## src/logic/irq_out_pkg.sv

```systemverilog
// Constants shared by the interrupt enable and output-signalling block.
package irq_out_pkg;
    // Register indexes; the byte address on the bus is four times the index.
    localparam logic [7:0] IDX_INT_EN = 8'h20;
    localparam logic [7:0] IDX_PIN_SEL = 8'h21;
    localparam logic [7:0] IDX_IRQ_STATUS = 8'h22;
    localparam logic [7:0] IDX_IRQ_MASK = 8'h23;
    localparam logic [7:0] IDX_IRQ_CONFIG = 8'h24;
    // Field positions shared by enable, pin-select, status and mask registers.
    localparam int BIT_DATA_READY = 7;
    localparam int BIT_BUFFER = 6;
    localparam int BIT_OUTSIDE_BAND = 5;
    localparam int BIT_INSIDE_BAND = 4;
    localparam int BIT_ORIENTATION = 3;
    localparam int BIT_AUTO_SLEEP = 2;
    localparam int BIT_BOOT = 1;
    localparam int BIT_WAKE_OUT = 0;
    localparam int BIT_POLARITY = 0;
    // Reset values of the enable register for each strap level.
    localparam logic [7:0] INT_EN_RESET_GND = 8'h00;
    localparam logic [7:0] INT_EN_RESET_STRAP = 8'h20;
    localparam logic [7:0] PIN_SEL_RESET = 8'h00;
    localparam logic [7:0] MASK_RESET = 8'h00;
    localparam logic [7:0] CONFIG_RESET = 8'h00;
    // Timing.
    localparam int CLK_HZ = 10_000_000;
    localparam int MOTION_PULSE_MS = 5;
    localparam int BOOT_DONE_PULSE_MS = 1;
    localparam int BOOT_GND_PULSE_US = 1;
    localparam int MOTION_PULSE_CYCLES = MOTION_PULSE_MS * (CLK_HZ / 1000);
    localparam int BOOT_DONE_PULSE_CYCLES = BOOT_DONE_PULSE_MS * (CLK_HZ / 1000);
    localparam int BOOT_GND_PULSE_CYCLES = BOOT_GND_PULSE_US * (CLK_HZ / 1_000_000);
    localparam int PULSE_CNT_W = 20;
    // AHB encodings.
    localparam logic [1:0] HTRANS_NONSEQ = 2'h2;
    localparam logic HRESP_OKAY = 1'h0;
endpackage : irq_out_pkg

```

## src/logic/pulse_timer.sv

```systemverilog
// Non-retriggerable one-shot that holds its output for a given number of cycles; a start while active is ignored.
`timescale 1ns/1ps
`default_nettype none
module pulse_timer #(
    parameter int CNT_W = 20
) (
    // Clock and reset
    input wire logic hclk,
    input wire logic hresetn,
    // Control
    input wire logic start,
    input wire logic abort,
    input wire logic [CNT_W-1:0] length,
    // Status
    output logic active
);
    logic [CNT_W-1:0] count_r;
    logic [CNT_W-1:0] count_nxt;

    // Abort wins over start so a pulse never begins in standby.
    always_comb begin
        count_nxt = count_r;
        if (abort) begin
            count_nxt = '0;
        end else if (start && count_r == '0) begin
            count_nxt = length;
        end else if (count_r != '0) begin
            count_nxt = count_r - 1'b1;
        end
    end

    always_ff @(posedge hclk or negedge hresetn) begin
        if (!hresetn) begin
            count_r <= '0;
        end else begin
            count_r <= count_nxt;
        end
    end

    assign active = (count_r != '0);
endmodule : pulse_timer
`default_nettype wire

```

## src/logic/event_irq_enable_output.sv

```systemverilog
// Interrupt enable, pin routing and interrupt pin signalling with an AHB-Lite register port.
`timescale 1ns/1ps
`default_nettype none
module event_irq_enable_output
    import irq_out_pkg::*;
#(
    parameter int MOTION_CYCLES = MOTION_PULSE_CYCLES,
    parameter int BOOT_DONE_CYCLES = BOOT_DONE_PULSE_CYCLES
) (
    // Clock and reset
    input wire logic hclk,
    input wire logic hresetn,
    // AHB-Lite slave
    input wire logic hsel,
    input wire logic [31:0] haddr,
    input wire logic [1:0] htrans,
    input wire logic hwrite,
    input wire logic [2:0] hsize,
    input wire logic [31:0] hwdata,
    input wire logic hready,
    output logic [31:0] hrdata,
    output logic hreadyout,
    output logic hresp,
    // Strap and device state
    input wire logic boot_strap_select,
    input wire logic wake_mode,
    input wire logic standby,
    input wire logic output_data_rate_tick,
    // Event sources
    input wire logic data_ready_event,
    input wire logic output_reg_read,
    input wire logic buffer_flag,
    input wire logic outside_band_flag,
    input wire logic inside_band_flag,
    input wire logic orientation_flag,
    input wire logic auto_sleep_flag,
    input wire logic boot_done,
    // Interrupt pins
    output logic irq_pin_one_motion_out,
    output logic irq_pin_one_motion_oe_n,
    output logic irq_pin_two_boot_out,
    output logic irq_pin_two_boot_oe_n,
    output logic data_ready_flag,
    // Summary interrupt
    output logic irq
);
    localparam logic [PULSE_CNT_W-1:0] MOTION_LEN = PULSE_CNT_W'(MOTION_CYCLES);
    localparam logic [PULSE_CNT_W-1:0] BOOT2_LEN = PULSE_CNT_W'(BOOT_DONE_CYCLES);
    localparam logic [PULSE_CNT_W-1:0] BOOT1_LEN = PULSE_CNT_W'(BOOT_GND_PULSE_CYCLES);

    // Bus and register state.
    logic wr_pend_r, wr_pend_nxt;
    logic [7:0] wr_idx_r, wr_idx_nxt;
    logic [31:0] rdata_r, rdata_nxt;
    logic [7:0] int_en_r, int_en_nxt;
    logic [7:0] pin_sel_r, pin_sel_nxt;
    logic [7:0] status_r, status_nxt;
    logic [7:0] mask_r, mask_nxt;
    logic [7:0] config_r, config_nxt;
    logic init_r, init_nxt;
    logic strap_r, strap_nxt;
    logic drdy_r, drdy_nxt;
    logic [7:0] flags_prev_r, flags_prev_nxt;
    logic irq_r, irq_nxt;

    logic addr_ok;
    logic [7:0] addr_idx;
    logic accept;
    logic [7:0] flags;
    logic [7:0] enabled;
    logic [7:0] rise;
    logic motion_start;
    logic motion_active;
    logic boot_pulse_active;
    logic [PULSE_CNT_W-1:0] boot_len;
    logic pin_one_assert;
    logic pin_two_assert;
    logic boot_start;

    // SEQ is taken like NONSEQ; with no wait states a burst needs no special case.
    assign accept = hsel && hready && (htrans == HTRANS_NONSEQ || htrans == 2'h3);
    assign addr_idx = haddr[9:2];
    // Only the lowest kilobyte decodes; anything above reads zero and drops writes.
    assign addr_ok = (haddr[31:10] == 22'h00_0000);

    // Flag vector laid out like the enable register; bit one is boot, bit zero wake.
    assign flags = {drdy_r, buffer_flag, outside_band_flag, inside_band_flag,
                    orientation_flag, auto_sleep_flag, boot_done, wake_mode};

    // Level events gated by their own bits.
    assign enabled = {flags[7:2] & int_en_r[7:2], 2'b00};

    always_comb begin
        wr_pend_nxt = 1'b0;
        wr_idx_nxt = wr_idx_r;
        rdata_nxt = rdata_r;
        int_en_nxt = int_en_r;
        pin_sel_nxt = pin_sel_r;
        mask_nxt = mask_r;
        config_nxt = config_r;
        status_nxt = status_r;
        init_nxt = 1'b1;
        strap_nxt = strap_r;
        // The strap is taken once after reset; a later change waits for the next reset.
        // Strap-dependent enable reset
        if (!init_r) begin
            strap_nxt = boot_strap_select;
            int_en_nxt = boot_strap_select ? INT_EN_RESET_STRAP : INT_EN_RESET_GND;
        end
        // Data phase of a write lands one cycle after its address phase.
        if (wr_pend_r) begin
            if (wr_idx_r == IDX_INT_EN) begin
                int_en_nxt = hwdata[7:0];
            end else if (wr_idx_r == IDX_PIN_SEL) begin
                pin_sel_nxt = hwdata[7:0];
            end else if (wr_idx_r == IDX_IRQ_MASK) begin
                mask_nxt = hwdata[7:0];
            end else if (wr_idx_r == IDX_IRQ_CONFIG) begin
                config_nxt = {7'h00, hwdata[BIT_POLARITY]};
            end
        end
        if (accept && hwrite) begin
            wr_pend_nxt = addr_ok;
            wr_idx_nxt = addr_idx;
        end
        // Read data is captured at the address phase so hrdata is a flip-flop.
        if (accept && !hwrite) begin
            rdata_nxt = 32'h0000_0000;
            if (!addr_ok) begin
                rdata_nxt = 32'h0000_0000;
            end else if (addr_idx == IDX_INT_EN) begin
                rdata_nxt = {24'h00_0000, int_en_r};
            end else if (addr_idx == IDX_PIN_SEL) begin
                rdata_nxt = {24'h00_0000, pin_sel_r};
            end else if (addr_idx == IDX_IRQ_STATUS) begin
                rdata_nxt = {24'h00_0000, status_r};
                status_nxt = 8'h00;
            end else if (addr_idx == IDX_IRQ_MASK) begin
                rdata_nxt = {24'h00_0000, mask_r};
            end else if (addr_idx == IDX_IRQ_CONFIG) begin
                rdata_nxt = {24'h00_0000, config_r};
            end
        end
        // New events are OR-ed in after the read clear, so a set wins.
        status_nxt = status_nxt | rise;
    end

    always_ff @(posedge hclk or negedge hresetn) begin
        if (!hresetn) begin
            wr_pend_r <= 1'b0;
            wr_idx_r <= 8'h00;
            rdata_r <= 32'h0000_0000;
            int_en_r <= INT_EN_RESET_GND;
            pin_sel_r <= PIN_SEL_RESET;
            status_r <= 8'h00;
            mask_r <= MASK_RESET;
            config_r <= CONFIG_RESET;
            init_r <= 1'b0;
            strap_r <= 1'b0;
        end else begin
            wr_pend_r <= wr_pend_nxt;
            wr_idx_r <= wr_idx_nxt;
            rdata_r <= rdata_nxt;
            int_en_r <= int_en_nxt;
            pin_sel_r <= pin_sel_nxt;
            status_r <= status_nxt;
            mask_r <= mask_nxt;
            config_r <= config_nxt;
            init_r <= init_nxt;
            strap_r <= strap_nxt;
        end
    end

    // Source flag tracking and the owned data-ready flag.
    always_comb begin
        drdy_nxt = drdy_r;
        if (output_reg_read) begin
            drdy_nxt = 1'b0;
        end
        if (data_ready_event) begin
            drdy_nxt = 1'b1;
        end
        flags_prev_nxt = flags;
        rise = flags & ~flags_prev_r;
    end

    always_ff @(posedge hclk or negedge hresetn) begin
        if (!hresetn) begin
            drdy_r <= 1'b0;
            flags_prev_r <= 8'h00;
        end else begin
            drdy_r <= drdy_nxt;
            flags_prev_r <= flags_prev_nxt;
        end
    end

    // A tick that lands while a pulse runs is dropped by the timer, so pulses never merge.
    // Repeat pulse each OUTPUT_DATA_RATE
    // Pin-two mapping makes the source unrouted in strap mode.
    assign motion_start = strap_r && output_data_rate_tick
                          && (|(enabled[7:2] & ~pin_sel_r[7:2]));

    // Self-timed pulse, ended at once by standby
    pulse_timer #(
        .CNT_W(PULSE_CNT_W)
    ) motion_pulse (
        .hclk(hclk),
        .hresetn(hresetn),
        .start(motion_start),
        .abort(standby),
        .length(MOTION_LEN),
        .active(motion_active)
    );

    // Boot pulse length depends on the strap; the short one covers the grounded mode.
    assign boot_len = strap_r ? BOOT2_LEN : BOOT1_LEN;

    // Boot pulse unless suppressed
    // The strap forces the boot pulse on whatever the suppress bit holds.
    assign boot_start = boot_done && (strap_r || !int_en_r[BIT_BOOT]);

    pulse_timer #(
        .CNT_W(PULSE_CNT_W)
    ) boot_pulse (
        .hclk(hclk),
        .hresetn(hresetn),
        .start(boot_start),
        .abort(1'b0),
        .length(boot_len),
        .active(boot_pulse_active)
    );

    // Wake level overrides on its pin
    always_comb begin
        // The two low bits carry the boot pulse and wake level instead of gated events.
        pin_one_assert = (|(enabled[7:2] & ~pin_sel_r[7:2]))
                         || (boot_pulse_active && !pin_sel_r[BIT_BOOT])
                         || (int_en_r[BIT_WAKE_OUT] && !pin_sel_r[BIT_WAKE_OUT] && wake_mode);
        pin_two_assert = (|(enabled[7:2] & pin_sel_r[7:2]))
                         || (boot_pulse_active && pin_sel_r[BIT_BOOT])
                         || (int_en_r[BIT_WAKE_OUT] && pin_sel_r[BIT_WAKE_OUT] && wake_mode);
        if (strap_r) begin
            irq_pin_one_motion_out = 1'b0;
            irq_pin_one_motion_oe_n = !motion_active;
            irq_pin_two_boot_out = 1'b0;
            irq_pin_two_boot_oe_n = !boot_pulse_active;
        end else begin
            // Grounded strap: push-pull with programmable polarity, always driven.
            irq_pin_one_motion_out = config_r[BIT_POLARITY] ? pin_one_assert : !pin_one_assert;
            irq_pin_one_motion_oe_n = 1'b0;
            irq_pin_two_boot_out = config_r[BIT_POLARITY] ? pin_two_assert : !pin_two_assert;
            irq_pin_two_boot_oe_n = 1'b0;
        end
    end

    // The summary interrupt leaves through a flip-flop; it is built from next-state values
    // so it still follows the status and mask registers without a cycle of lag.
    always_comb begin
        irq_nxt = |(status_nxt & mask_nxt);
    end

    always_ff @(posedge hclk or negedge hresetn) begin
        if (!hresetn) begin
            irq_r <= 1'b0;
        end else begin
            irq_r <= irq_nxt;
        end
    end

    assign data_ready_flag = drdy_r;
    assign irq = irq_r;
    assign hrdata = rdata_r;
    // Every transfer completes in a single data phase, so the slave never stretches the bus.
    assign hreadyout = 1'b1;
    assign hresp = HRESP_OKAY;
endmodule : event_irq_enable_output
`default_nettype wire

```

## config.mk

```make
export PLATFORM = sky130hd
export DESIGN_NAME = event_irq_enable_output
export DESIGN_NICKNAME = d
export VERILOG_FILES = /design/src/logic/irq_out_pkg.sv /design/src/logic/pulse_timer.sv /design/src/logic/event_irq_enable_output.sv
export SDC_FILE = /design/constraint.sdc
export NUM_CORES = 1
export LEC_CHECK = 0
export BUFFER_PORTS_ARGS = -buffer_cell sky130_fd_sc_hd__buf_2
export CAP_MARGIN = 15
export CORE_ASPECT_RATIO = 0.5
export CORE_UTILIZATION = 35
export CTS_CLUSTER_DIAMETER = 150
export DETAILED_ROUTE_END_ITERATION = 6
export PLACE_DENSITY = 0.54
export SLEW_MARGIN = 10
export SYNTH_ARGS = -nofsm -noshare
export SYNTH_HDL_FRONTEND = slang
export SYNTH_SLANG_ARGS = --single-unit
```

## constraint.sdc

```tcl
create_clock -name hclk -period 2.34 [get_ports hclk]
set_input_delay 0.117 -clock hclk [delete_from_list [all_inputs] [get_ports hclk]]
set_output_delay 0.117 -clock hclk [all_outputs]
set_load 0.01 [all_outputs]
```

# == Word level (Yosys, flattened, before mapping) ==
# Index checks and enable logic that the tools add are counted.
# totals
register_bits,126
out_inout_bits,40
elab_cells,115
# classes
addsub,2
n_eq_ne,11
n_mux,34
bitwise,11
n_reduce_logical,42
# ops
operator,count
$mux W8,17
$mux W20,5
$eq A8 B6 Y1 const B,9
$logic_not A20 Y1,2
$reduce_bool A20 Y1,2
$sub A20 B1 Y20 const B,2
$logic_not A22 Y1,1
$and A6 B6 Y6,3
$and A8 B8 Y8,2
$logic_and A1 B1 Y1,15
$mux W14,1
$reduce_or A6 Y1,2
$mux W1,10
$logic_not A1 Y1,8
$not A8 Y8,1
$or A8 B8 Y8,1
$reduce_or A8 Y1,1
$logic_or A1 B1 Y1,6
$mux W6,1
$not A6 Y6,1
$reduce_and A5 Y1,1
$eq A2 B2 Y1 const B,2
$reduce_bool A2 Y1,2
$not A1 Y1,3
other kinds (2),2

# == Depth between registers and ports, before layout ==
# Gate-level depths: netlist (run 1).
# logic_depth
depth_word,9
ltp_mapped,9

# == By module ==
# Synthesis (run 1) repeated with hierarchy kept, for this count alone.
# unflattened
cells_unflattened,552
hier_area_um2,5502.8
# by_module_without_submodules
mod,n_inst,cells_each,area_each_um2,seq_area_each_um2
event_irq_enable_output,1,282,2992.9,1551.5
pulse_timer,2,135,1255.0,500.5

# == Worst setup path before layout (run 1) ==
# No wires, ideal clock.
# synth_path
kind,reg2out
start,register boot_pulse.count_r[0]
end,output irq_pin_two_boot_out
arrival_time_ns,2.256
t_required_ns,2.223
setup_slack_ns,-0.033
stages_incl_launch_ff,9
path_buffers,1
cell_sequence,dfrtp_1 -> inv_1 -> ha_1 -> or4b_1 -> or4_1 -> clkbuf_1 -> a211o_1 -> xor2_1 -> nor2_1
# synth_via
elab_chain_len,7
# synth_rtl
item,line,text
start: declaration,pulse_timer.sv:17,logic [CNT_W-1:0] count_r;
start signal: assignment,pulse_timer.sv:36,count_r <= count_nxt;
$reduce_bool A20 Y1 *,pulse_timer.sv:40,assign active = (count_r != '0);
$logic_and A1 B1 Y1 *,event_irq_enable_output.sv:240,|| (boot_pulse_active && pin_sel_r[BIT_BOOT])
$logic_or A1 B1 Y1 *,event_irq_enable_output.sv:240,
$logic_or A1 B1 Y1 *,event_irq_enable_output.sv:241,|| (int_en_r[BIT_WAKE_OUT] && pin_sel_r[BIT_WAKE_OUT] && wake_mode);
$logic_not A1 Y1,event_irq_enable_output.sv:251,irq_pin_two_boot_out = config_r[BIT_POLARITY] ? pin_two_assert : !pin_two_assert;
$mux W1 *,event_irq_enable_output.sv:251,
$mux W1 *,event_irq_enable_output.sv:242,if (strap_r) begin
end: declaration,event_irq_enable_output.sv:41,"output logic irq_pin_two_boot_out,"
# Every way passes the cells marked *; elsewhere a longest branch is shown, timed or not.

# == Worst setup path in the final report (run 1) ==
# Ends and elaborated chain as after synthesis.

==> out/qor_table.md, run 1 <==
| Step | Parameter | This run |
|:---|:---|:---|
| routing | Post-detailed-routing wire length | 11620 um |
| final layout | Final Core Density | 46.42% |
| final layout | Layout area overhead | 26.73% |
| pwr | Proportion of power drawn by combinational gates | 34.6% |
| grt | First-pass GRT wire length | 19320 um |
| final layout | Final non-filler cell total | 803 |
| clocking | Clock Tree Root | sky130_fd_sc_hd__clkbuf_16 |
| grt | Vias in the first global route | 3821 |
| pwr | Switching power total | 1.996 mW |
| final layout | Number of inserted filler cells in the final layout | 1338 |
| final layout | Antenna cell count | 0 |
| worst setup path | Worst Setup Path Type | flop to output pin |
| hold path | Min-Delay Path Class | input port to flop |
| final layout | Layout cell share with drive strength beyond 1 | 32.08% |
| final layout | Multi-input combinational cell area | 2410 sq um |
| clocking | CTS Buf Count | 9 |
| pwr | Sw frac | 33.07% |
| worst setup path | Data arrival time at the worst-slack endpoint | 2540 ps |
| floorplan | Number of placed I/O pins | 126 |
| yosys | Post-synth EDFFs | 0 |
| pwr | Int Power | 4.039 mW |
| grt | Final global-route overflow total | 0 |
| floorplan | Starting utilization of the core area | 36.63% |
| grt | Largest net degree at the start of global routing | 39 |
| timing | Final critical delay including setup and external delays | 2654 ps |
| yosys | Number of unique standard cell types used by synthesis | 56 |
| yosys | Top-area cell type share of the netlist area | 50.31% |
| routing | Count of nets left with antenna violations after detail routing | 0 |
| timing | Setup Skew | 8.696 ps |
| final layout | Sequential cell area in the final layout | 2552 sq um |
| grt | Global-route usage over all layers | 16.77% |
| worst setup path | Worst Path Required | 2220 ps |
| final layout | Most common cell after layout, fill and taps aside | sky130_fd_sc_hd__dfrtp_1 |
| yosys | Most instantiated flip-flop cell in the synthesis netlist | sky130_fd_sc_hd__dfrtp_1 |
| worst setup path | Crit path max fanout | 2 |
| hold path | Worst hold start | hwdata[5] |
| clocking | Clock latency of the later-clocked register in the worst-skew pair | 350 ps |
| final layout | Area of all placed cells without fillers | 6430 sq um |
| worst setup path | Start point of the critical path | boot_pulse.count_r[0] |
| timing | Sum of negative setup slack | -553.8 ps |
| pwr | Proportion of power drawn by the clock network | 25.9% |
| yosys | Post-synthesis average cell area | 10.64 sq um |
| worst setup path | Reg-to-Reg Start | boot_pulse.count_r[0] |
| status | Run status | complete, but fails checks |
| yosys | Share of synthesized registers carrying an async set or reset | 100.0% |
| floorplan | Chip width | 172.3 um |
| pwr | Lkg Pwr | 3.044 nW |
| yosys | Register area share after synthesis | 50.31% |
| routing | Detailed-router iteration count before antenna repair | 4 |
| pwr | Total power per unit cell area | 938.6 nW/um^2 |
| clocking | CTS tree | yes |
| yosys | Synth Register Bits | 102 |
| clocking | CTS clock-pin slew for the worst setup and hold paths | 70 ps |
| yosys | Yosys warning total | 0 |
| pwr | Worst vdd rail ir drop | 0.4146 mV |
| timing | Final number of hold-violating endpoints | 0 |
| place | Detail Placement HPWL | 8287 um |
| routing | Iter 0 DRT Violations | 149 |
| worst setup path | Kind of start point of the critical path | flop |
| timing | Final Slew Violations | 0 |
| grt | Antenna violations before repair | 0 |
| place | Number of placed cells counting well taps | 772 |
| clocking | CTS Buffer Depth | 2 |
| pwr | Power share of the sequential group | 39.4% |
| clocking | Depth of the CTS H-tree | 3 |
| yosys | Cell Area, Synth | 5074 sq um |
| floorplan | Core area | 13850 sq um |
| final layout | Number of nets in the layout | 696 |
| timing | Fmax | 0.3768 GHz |
| yosys | Top post-synthesis cells by area | sky130_fd_sc_hd__dfrtp_1 50%, sky130_fd_sc_hd__mux2_2 5.8%, sky130_fd_sc_hd__buf_4 4.0% |
| timing | Worst slew margin relative to its limit | 66.17% |
| routing | DRC | 0 |
| run | # Max-Cap Violations | 0 |
| clocking | Clock tree sinks | 102 |
| timing | WHS | 6.235 ps |
| timing | RSZ-0062 raised after global routing | true |
| timing | Final worst path period share | 113.4% |
| routing | Vias | 3905 |
| yosys | Instance count of the mapped netlist | 477 |
| place | Final weighted congestion in routability-driven placement | 0.7792 |
| timing | Min setup slack post-route | -313.6 ps |
| yosys | Library cell occupying the most area in the post-synthesis netlist | sky130_fd_sc_hd__dfrtp_1 |
| floorplan | Floorplan die height | 87.14 um |
| floorplan | Die footprint | 15010 sq um |
| timing | Transition time of the tightest slew-check pin | 503.6 ps |
| place | Count of buffers from port buffering | 69 |
| routing | Via density per instance | 4.863 |
| routing | Avg WL per Cell | 14.47 um |
| timing | Final setup viols | 2 |
| worst setup path | Type of element capturing the critical path | output pin |
| status | Failing checks | setup timing |
| floorplan | Total number of placement rows | 30 |
| final layout | Commonest non-fill, non-tap cells in the layout | 102 x sky130_fd_sc_hd__dfrtp_1, 68 x sky130_fd_sc_hd__buf_2, 53 x sky130_fd_sc_hd__nand2_1 |
| place | Placement Cell Area | 5888 sq um |
-- kinds of logic (layout without fill, tap and decap cells) --
group,count (synthesis),in the layout,synth area share (%)
multiplexers,36,36,9.470
buffers and inverters,53,162,6.067
other,2,27,0.1480
adder cells (fa/ha/maj),4,4,0.9865
XOR/XNOR,33,33,5.845
AND/OR/NAND/NOR,183,183,19.19
AO/OA/AOI/OAI,64,64,7.990
flip-flops,102,102,50.31
-- power by group through the flow --
stage	logic (mW)	clock network [mW]	registers (mW)
finish	2.09	1.56	2.38
global route	2.35	1.67	2.43
CTS	2.08	1.61	2.37
detailed placement	2.04	0	2.39
global placement	2.02	0	2.39
floorplan	1.36	0	2.37
-- metal layers --
layer  wire [um]  part of all wire, %  global-route usage (%)  up-vias
met2        5465                   47                   27.53       95
met3         492                  4.2                   3.726       12
met1        5559                   48                   22.74     1903
li1            -                    -                       -     1895
met4         100                 0.86                   3.781        0
met5           0                    0                       0        -
-- metrics by stage --
step / power, mW / setup WS [ps]
6_report: 6.035 / -313.6
5_1_grt: 6.443 / -384.2
4_1_cts: 6.068 / -309.5
3_5_place_dp: 4.427 / -41.06
3_3_place_gp: 4.404 / -38.09
2_1_floorplan: 3.727 / 2.722
-- synthesized netlist by cell type, types with 3 or more instances --
cell,count
sky130_fd_sc_hd__a21oi_1,16
sky130_fd_sc_hd__a22o_1,8
sky130_fd_sc_hd__a22oi_1,4
sky130_fd_sc_hd__buf_4,27
sky130_fd_sc_hd__clkbuf_1,7
sky130_fd_sc_hd__dfrtp_1,102
sky130_fd_sc_hd__ha_1,4
sky130_fd_sc_hd__inv_1,16
sky130_fd_sc_hd__mux2_2,26
sky130_fd_sc_hd__mux2i_1,3
sky130_fd_sc_hd__mux4_2,7
sky130_fd_sc_hd__nand2_1,54
sky130_fd_sc_hd__nand2b_1,9
sky130_fd_sc_hd__nand3_1,12
sky130_fd_sc_hd__nand4_1,5
sky130_fd_sc_hd__nor2_1,29
sky130_fd_sc_hd__nor2b_1,5
sky130_fd_sc_hd__nor3_1,25
sky130_fd_sc_hd__nor4_1,14
sky130_fd_sc_hd__o21ai_0,21
sky130_fd_sc_hd__o22ai_1,3
sky130_fd_sc_hd__or3_1,3
sky130_fd_sc_hd__or4_1,4
sky130_fd_sc_hd__xnor2_1,10
sky130_fd_sc_hd__xor2_1,22
-- cell type report --
cell class	instances	area share [%]
sequential	102	39.70
multi-input combinational	347	37.48
timing repair buffer	130	13.35
clock buffer	12	3.989
tap	192	3.736
inverter	16	0.9340
clock inverter	4	0.8173
-- final timing paths --
path	endpoint	slack, ps	depth (start not counted)
worst max-delay path	irq_pin_two_boot_out	-310	8
worst min-delay path	int_en_r[5]	6	3
worst max register to register	boot_pulse.count_r[10]	80	8
worst min register to register	boot_pulse.count_r[10]	470	1
max in group asynchronous	hrdata[3]	1500	3
min in group asynchronous	wr_idx_r[6]	250	2
-- critical path, cell delays in order, from the launching register on --
cell and delay [ps]:
sky130_fd_sc_hd__dfrtp_1 400, sky130_fd_sc_hd__inv_2 70, sky130_fd_sc_hd__ha_1 140, sky130_fd_sc_hd__or4b_4 450, sky130_fd_sc_hd__or4_4 450, sky130_fd_sc_hd__a211o_1 280
sky130_fd_sc_hd__xor2_1 140, sky130_fd_sc_hd__nor2_1 120, sky130_fd_sc_hd__buf_2 150
-- state kept, by name, summed over array words and instances, names as in the netlist, 8 cells and up --
name / count
hrdata: 8
int_en_r: 8
flags_prev_r: 8
boot_pulse.count_r: 20
mask_r: 8
status_r: 8
motion_pulse.count_r: 20
wr_idx_r: 8
pin_sel_r: 8
-- timing repair --
action / in CTS / in global routing
buffers inserted: 3 / 1
pin swaps: 3 / 5
hold endpoints to repair: 38 / 0
endpoints found under the setup margin: 5 / 11
resized for setup: 6 / 14
hold buffers: 11 / 0
Power figures use the tool's default switching activity.
==> run 2: changes to the inputs <==
Settings changed: CELL_PAD_IN_SITES_DETAIL_PLACEMENT from default to 0, CELL_PAD_IN_SITES_GLOBAL_PLACEMENT from default to 1, PLACE_DENSITY 0.54 to 0.66.
Clock period 2.34 ns to 2.6 ns, I/O delays scaled along.
==> out/qor_table.md, run 2 (same netlist as run 1, synthesis figures left out) <==
| Step | Parameter | This run | Delta |
|:---|:---|:---|:---|
| routing | Avg WL per Cell | 14.85 um | +2.6% |
| routing | Count of nets left with antenna violations after detail routing | 0 | unchanged |
| worst setup path | Cell-by-cell trace of the critical path | inv_2, ha_1, or4b_4, or4_4, a211o_1, xor2_1, nor2_1, buf_2 |  |
| timing | Final critical delay including setup and external delays | 2595 ps |  |
| timing | Final Slew Violations | 0 | unchanged |
| floorplan | Number of placed I/O pins | 126 | unchanged |
| timing | Transition time of the tightest slew-check pin | 740.0 ps | +236.4 ps |
| routing | Vias | 3748 | -4.0% |
| timing | Final worst path period share | 99.81% |  |
| worst setup path | Worst Setup Path Type | flop to output pin |  |
| floorplan | Chip width | 172.3 um | unchanged |
| timing | RSZ-0062 raised after global routing | true |  |
| clocking | CTS tree | yes |  |
| final layout | Antenna cell count | 0 | unchanged |
| timing | Fmax | 0.3853 GHz |  |
| grt | First-pass GRT wire length | 18890 um | -2.3% |
| floorplan | Total number of placement rows | 30 | unchanged |
| floorplan | Floorplan die height | 87.14 um | unchanged |
| pwr | Proportion of power drawn by the clock network | 28.7% | +2.8 points |
| place | Final weighted congestion in routability-driven placement | 0.7760 | -0.41% |
| floorplan | Die footprint | 15010 sq um | unchanged |
| worst setup path | Maximum single-stage delay on the critical path | 460 ps | about the same |
| grt | Vias in the first global route | 3643 | -4.7% |
| routing | Detailed-router iteration count before antenna repair | 4 | unchanged |
| worst setup path | Kind of start point of the critical path | flop |  |
| timing | WHS | 22.91 ps | +16.68 ps |
| timing | Final number of hold-violating endpoints | 0 | unchanged |
| final layout | Final Core Density | 44.28% | -2.1 points |
| pwr | Worst vdd rail ir drop | 0.4057 mV | -2.1% |
| pwr | Power share of the sequential group | 42.0% | +2.6 points |
| grt | Antenna violations before repair | 0 | unchanged |
| worst setup path | Crit path max fanout | 2 | unchanged |
| place | Count of buffers from port buffering | 69 | unchanged |
| status | Run status | finished, final reports clean |  |
| place | Number of placed cells counting well taps | 742 | -3.9% |
| pwr | Int Power | 3.478 mW | -14% |
| clocking | Clock latency of the later-clocked register in the worst-skew pair | 350 ps | about the same |
| final layout | Commonest non-fill, non-tap cells in the layout | 102 x sky130_fd_sc_hd__dfrtp_1, 68 x sky130_fd_sc_hd__buf_2, 54 x sky130_fd_sc_hd__nand2_1 |  |
| pwr | Sw frac | 33.38% | +0.31 points |
| pwr | Total power per unit cell area | 851.3 nW/um^2 | -9.3% |
| timing | Worst slew margin relative to its limit | 50.66% | -16 points |
| worst setup path | Worst Path Required | 2470 ps | +250 ps |
| pwr | Switching power total | 1.743 mW | -13% |
| floorplan | Core area | 13850 sq um | unchanged |
| timing | Setup Skew | 7.200 ps | -1.496 ps |
| place | Detail Placement HPWL | 8144 um | -1.7% |
| worst setup path | Data arrival time at the worst-slack endpoint | 2470 ps | -70 ps |
| final layout | Layout area overhead | 20.89% |  |
| worst setup path | Type of element capturing the critical path | output pin |  |
| hold path | Min-Delay Path Class | input port to flop |  |
| routing | Post-detailed-routing wire length | 11460 um | -1.4% |
| worst setup path | Delay-heaviest family, CP | simple AND/OR/NAND/NOR gates |  |
| clocking | CTS Buffer Depth | 2 | unchanged |
| pwr | Proportion of power drawn by combinational gates | 29.3% | -5.3 points |
| clocking | Clock Tree Root | sky130_fd_sc_hd__clkbuf_16 |  |
| grt | Largest net degree at the start of global routing | 57 | +46% |
| floorplan | Starting utilization of the core area | 36.63% | unchanged |
| final layout | Final non-filler cell total | 772 | -3.9% |
| clocking | Clock tree sinks | 102 | unchanged |
| routing | DRC | 0 | unchanged |
| routing | Via density per instance | 4.855 | -0.17% |
| clocking | CTS Buf Count | 9 | unchanged |
| final layout | Leading registers by flop count | boot_pulse.count_r x20, motion_pulse.count_r x20 |  |
| worst setup path | Library cell contributing the largest single delay on the critical path | sky130_fd_sc_hd__or4b_4 |  |
| clocking | CTS clock-pin slew for the worst setup and hold paths | 70 ps | about the same |
| pwr | Lkg Pwr | 2.884 nW | -5.3% |
| clocking | Depth of the CTS H-tree | 3 | unchanged |
| worst setup path | Worst Path Buf+Inv | 2 | unchanged |
| grt | Global-route usage over all layers | 16.60% | -0.18 points |
| routing | Iter 0 DRT Violations | 155 | +4.0% |
| final layout | Number of nets in the layout | 665 | -4.5% |
| final layout | Layout cell share with drive strength beyond 1 | 27.24% | -4.8 points |
| timing | Final setup viols | 0 | -2 |
| run | # Max-Cap Violations | 0 | unchanged |
| final layout | Most common cell after layout, fill and taps aside | sky130_fd_sc_hd__dfrtp_1 |  |
| grt | Final global-route overflow total | 0 | unchanged |
run 2: cell count changes in the layout (fill, tap and decap cells not counted), sizes merged:
cell | before | now
buf | 119 | 90
clkbuf | 12 | 10
dlygate4sd3 | 11 | 9
bufinv | 1 | 2
inv | 17 | 18
run 2: power groups by stage:
stage / Clock, mW / Sequential, mW / Combinational (mW)
floorplan: 0 / 2.13 / 1.22
global placement: 0 / 2.21 / 1.47
detailed placement: 0 / 2.21 / 1.48
CTS: 1.53 / 2.19 / 1.55
global route: 1.59 / 2.25 / 1.74
finish: 1.50 / 2.19 / 1.53
run 2: layer usage:
| layer | up-vias | wire [um] | share of wire (%) | GRT usage, % |
|---|---|---|---|---|
| li1 | 1832 | - | - | - |
| met1 | 1822 | 5656 | 49 | 22.34 |
| met2 | 88 | 5348 | 47 | 27.60 |
| met3 | 6 | 379 | 3.3 | 3.362 |
| met4 | 0 | 76 | 0.66 | 3.942 |
| met5 | - | 0 | 0 | 0 |
run 2: through the flow:
stage | TNS (ps) | total power [mW] | area (sq um) | setup WS (ps)
2_1_floorplan | 0 | 3.351 | 5167 | 214.3
3_3_place_gp | 0 | 3.683 | 5647 | 159.9
3_5_place_dp | 0 | 3.699 | 5647 | 143.4
4_1_cts | -22.63 | 5.272 | 6120 | -22.63
5_1_grt | -231.7 | 5.572 | 6133 | -116.7
6_report | 0 | 5.221 | 6133 | 4.906
run 2: worst min-delay path: stages:
cell                      delay [ps]
sky130_fd_sc_hd__buf_2           100
sky130_fd_sc_hd__nand2_1          40
sky130_fd_sc_hd__o21ai_0          60
run 2: final cells by class:
class | instances | area, sq um
clock buffer | 10 | 239.0
fill | 1350 | 7717
sequential | 102 | 2552
inverter | 16 | 60.06
clock inverter | 6 | 91.34
tap | 192 | 240.2
multi-input combinational | 347 | 2342
timing repair buffer | 99 | 608.1
run 2: path summary, 6_finish.rpt:
check / startpoint / to / slack (ps) / cells past startpoint
min in group asynchronous: hresetn / wr_idx_r[1] / 370 / 2
max: boot_pulse.count_r[0] / irq_pin_two_boot_out / 5 / 8
max reg2reg: motion_pulse.count_r[15] / motion_pulse.count_r[5] / 190 / 6
max in group asynchronous: hresetn / boot_pulse.count_r[5] / 1470 / 3
min reg2reg: boot_pulse.count_r[14] / boot_pulse.count_r[14] / 470 / 1
min: hwdata[7] / int_en_r[7] / 20 / 3
run 2: repair_timing:
item                       4_1_cts  5_1_grt
buffers inserted                 4        1
gates cloned                     0        0
hold buffers                     9        0
setup endpoints to repair        2        2
resized for setup                5        2
hold endpoints to repair        62        0
pin swaps                        1        4
==> run 3: changes to the inputs <==
Settings changed: CORE_UTILIZATION 35 to 42, PLACE_DENSITY 0.66 to 0.77, SYNTH_HIERARCHICAL from default to 1.
Clock period 2.6 ns to 2.4 ns, I/O delays scaled along.
==> out/qor_table.md, run 3 <==
| Step | Parameter | This run | Delta |
|:---|:---|:---|:---|
| final layout | Leading registers by flop count | boot_pulse/count_r x20, motion_pulse/count_r x20 |  |
| floorplan | Total number of placement rows | 29 | -3.3% |
| routing | Avg WL per Cell | 15.32 um | +3.2% |
| final layout | Number of inserted filler cells in the final layout | 1206 | -11% |
| yosys | Yosys warning total | 6 | +6 |
| floorplan | Starting utilization of the core area | 43.21% | +6.6 points |
| timing | Transition time of the tightest slew-check pin | 659.4 ps | -80.67 ps |
| routing | Vias | 4406 | +18% |
| timing | Final worst path period share | 113.6% |  |
| timing | Sum of negative setup slack | -386.5 ps | -386.5 ps |
| pwr | Worst vdd rail ir drop | 0.6362 mV | +57% |
| hold path | Worst hold start | hwdata[6] |  |
| worst setup path | Crit path max fanout | 2 | unchanged |
| floorplan | Chip width | 163.9 um | -4.9% |
| grt | Final global-route overflow total | 0 | unchanged |
| floorplan | Number of placed I/O pins | 126 | unchanged |
| timing | RSZ-0062 raised after global routing | true |  |
| worst setup path | Reg-to-Reg Start | wr_idx_r[3] |  |
| final layout | Layout area overhead | 24.78% |  |
| worst setup path | Worst Path Required | 2280 ps | -190 ps |
| yosys | Synth cell count leaders | 102 x sky130_fd_sc_hd__dfrtp_1, 48 x sky130_fd_sc_hd__nand2_1, 44 x sky130_fd_sc_hd__a21oi_1 |  |
| worst setup path | Type of element capturing the critical path | output pin |  |
| place | Count of buffers from port buffering | 69 | unchanged |
| worst setup path | Cell-by-cell trace of the critical path | or3_4, nor4b_4, and4_4, inv_2, a32oi_2, nand3_1, or3_1, a21oi_2, buf_2 |  |
| yosys | Number of unique standard cell types used by synthesis | 56 | unchanged |
| final layout | Layout cell share with drive strength beyond 1 | 26.71% | -0.53 points |
| routing | DRC | 0 | unchanged |
| timing | Setup Skew | 11.03 ps | +3.827 ps |
| final layout | Most common cell after layout, fill and taps aside | sky130_fd_sc_hd__dfrtp_1 |  |
| final layout | Number of nets in the layout | 786 | +18% |
| clocking | Clock latency of the later-clocked register in the worst-skew pair | 350 ps | about the same |
| worst setup path | Worst Setup Path Type | flop to output pin |  |
| routing | Count of nets left with antenna violations after detail routing | 0 | unchanged |
| pwr | Lkg Pwr | 3.202 nW | +11% |
| clocking | CTS Buf Count | 9 | unchanged |
| timing | Fmax | 0.3668 GHz |  |
| yosys | Synth Register Bits | 102 | unchanged |
| pwr | Total power per unit cell area | 958.0 nW/um^2 | +13% |
| yosys | Share of synthesized registers carrying an async set or reset | 100.0% | unchanged |
| timing | Final critical delay including setup and external delays | 2726 ps |  |
| timing | Final setup viols | 2 | +2 |
| yosys | Post-synthesis average cell area | 9.969 sq um | -6.3% |
| clocking | CTS clock-pin slew for the worst setup and hold paths | 70 ps | about the same |
| clocking | Clock tree sinks | 102 | unchanged |
| clocking | CTS Buffer Depth | 2 | unchanged |
| worst setup path | Library cell contributing the largest single delay on the critical path | sky130_fd_sc_hd__dfrtp_1 |  |
| place | Final weighted congestion in routability-driven placement | 0.8152 | +5.1% |
| grt | First-pass GRT wire length | 22090 um | +17% |
| hold path | Min-Delay Path Class | input port to flop |  |
| clocking | Depth of the CTS H-tree | 3 | unchanged |
| floorplan | Die footprint | 13590 sq um | -9.5% |
| timing | WHS | 14.04 ps | -8.875 ps |
| final layout | Commonest non-fill, non-tap cells in the layout | 102 x sky130_fd_sc_hd__dfrtp_1, 68 x sky130_fd_sc_hd__buf_2, 64 x sky130_fd_sc_hd__conb_1 |  |
| status | Failing checks | setup timing |  |
| yosys | Dominant cell by count in the synthesized netlist | sky130_fd_sc_hd__dfrtp_1 |  |
| yosys | Top-area cell type share of the netlist area | 46.38% | -3.9 points |
| yosys | Post-synth EDFFs | 0 | unchanged |
| yosys | Top post-synthesis cells by area | sky130_fd_sc_hd__dfrtp_1 46%, sky130_fd_sc_hd__mux2_2 5.5%, sky130_fd_sc_hd__a21oi_1 4.0% |  |
| routing | Detailed-router iteration count before antenna repair | 4 | unchanged |
| yosys | Library cell occupying the most area in the post-synthesis netlist | sky130_fd_sc_hd__dfrtp_1 |  |
| final layout | Area of all placed cells without fillers | 6867 sq um | +12% |
| worst setup path | Reg2Reg Setup Slack | 90 ps | -100 ps |
| status | Run status | complete, but fails checks |  |
| worst setup path | Data arrival time at the worst-slack endpoint | 2610 ps | +140 ps |
| place | Placement Cell Area | 6292 sq um | +11% |
| yosys | Most instantiated flip-flop cell in the synthesis netlist | sky130_fd_sc_hd__dfrtp_1 |  |
| grt | Antenna violations before repair | 0 | unchanged |
| worst setup path | Kind of start point of the critical path | flop |  |
| worst setup path | Maximum single-stage delay on the critical path | 390 ps | -70 ps |
| floorplan | Core area | 12740 sq um | -8.0% |
| yosys | Instance count of the mapped netlist | 552 | +16% |
| routing | Via density per instance | 5.064 | +4.3% |
| grt | Largest net degree at the start of global routing | 53 | -7.0% |
| worst setup path | Start point of the critical path | boot_pulse/count_r[11] |  |
| clocking | Clock Tree Root | sky130_fd_sc_hd__clkbuf_16 |  |
| timing | Final number of hold-violating endpoints | 0 | unchanged |
| place | Post-placement setup slack | -223.7 ps | -367.2 ps |
| grt | Vias in the first global route | 4318 | +19% |
| timing | Min setup slack post-route | -325.9 ps | -330.8 ps |
| clocking | CTS tree | yes |  |
| routing | Iter 0 DRT Violations | 197 | +27% |
| yosys | Cell Area, Synth | 5503 sq um | +8.5% |
| timing | Worst slew margin relative to its limit | 56.04% | +5.4 points |
| grt | Global-route usage over all layers | 20.82% | +4.2 points |
| run | # Max-Cap Violations | 0 | unchanged |
| floorplan | Floorplan die height | 82.94 um | -4.8% |
| final layout | Antenna cell count | 0 | unchanged |
| timing | Final Slew Violations | 0 | unchanged |
| place | Detail Placement HPWL | 9407 um | +16% |
| yosys | Register area share after synthesis | 46.38% | -3.9 points |
| routing | Post-detailed-routing wire length | 13330 um | +16% |
run 3: changes by cell type after synthesis, sizes merged, moves of 9 or more:
cell,change
a211oi,+28
a21oi,+28
xor2,-14
or3,+12
xnor2,+12
clkbuf,+10
nand3,+9
run 3: cell families (layout without fill, tap and decap cells):
group | Yosys count | count (layout) | synth area share (%)
flip-flops | 102 | 102 | 46.38
XOR/XNOR | 31 | 31 | 4.934
multiplexers | 35 | 35 | 6.980
AO/OA/AOI/OAI | 134 | 134 | 15.73
AND/OR/NAND/NOR | 173 | 173 | 17.83
adder cells (fa/ha/maj) | 4 | 4 | 0.9095
other | 2 | 64 | 0.1365
buffers and inverters | 71 | 157 | 7.094
run 3: final timing paths:
path,end,depth (start not counted)
hold / removal,int_en_r[6],3
hold reg to reg,hrdata[1],2
min in group asynchronous,boot_pulse/count_r[12],2
max in group asynchronous,pin_sel_r[2],3
setup reg to reg,irq,7
setup / recovery,irq_pin_two_boot_out,9
run 3: layout make-up:
class	instances	area, sq um	area share [%]
Inverter	20	78.83	1.148
Clock inverter	6	133.9	1.950
Timing Repair Buffer	122	790.8	11.52
Multi-Input combinational cell	441	2873	41.84
Clock buffer	9	225.2	3.280
Sequential cell	102	2552	37.17
Tap cell	170	212.7	3.098
run 3: power breakdown:
part	switching [mW]	total, mW	internal (mW)
registers	0.248	2.23	1.98
logic	1.30	2.57	1.27
clock network	0.656	1.78	1.12
total	2.21	6.58	4.37
run 3: worst max-delay path, delay by kind of cell (launching register included):
kind | cells | cell delay (ps)
AO/OA/AOI/OAI | 2 | 340
buffers and inverters | 2 | 200
flip-flops | 1 | 390
AND/OR/NAND/NOR | 5 | 1320
run 3: repair_timing:
item / in CTS / in global routing
setup buffers: 3 / 3
hold buffers: 10 / 0
endpoints found under the setup margin: 4 / 5
endpoints found under the hold margin: 57 / 0
resized for setup: 8 / 11
pin swaps: 5 / 10
run 3: stage by stage:
| step | instances | utilization (%) | power [mW] |
|---|---|---|---|
| after CTS | 867 | 53.47 | 6.586 |
| after global routing | 870 | 53.91 | 7.014 |
| after global placement | 839 | 49.41 | 4.676 |
| after detailed placement | 839 | 49.41 | 4.707 |
| final | 870 | 53.91 | 6.578 |
| after floorplan | 614 | - | 4.081 |
run 3: per-layer routing:
metal	GRT usage (%)	share of wire, %	up-vias
li1	-	-	2204
met1	27.60	47	2143
met2	35.05	50	57
met3	4.645	2.6	2
met4	3.872	0.20	0
met5	0	0	-
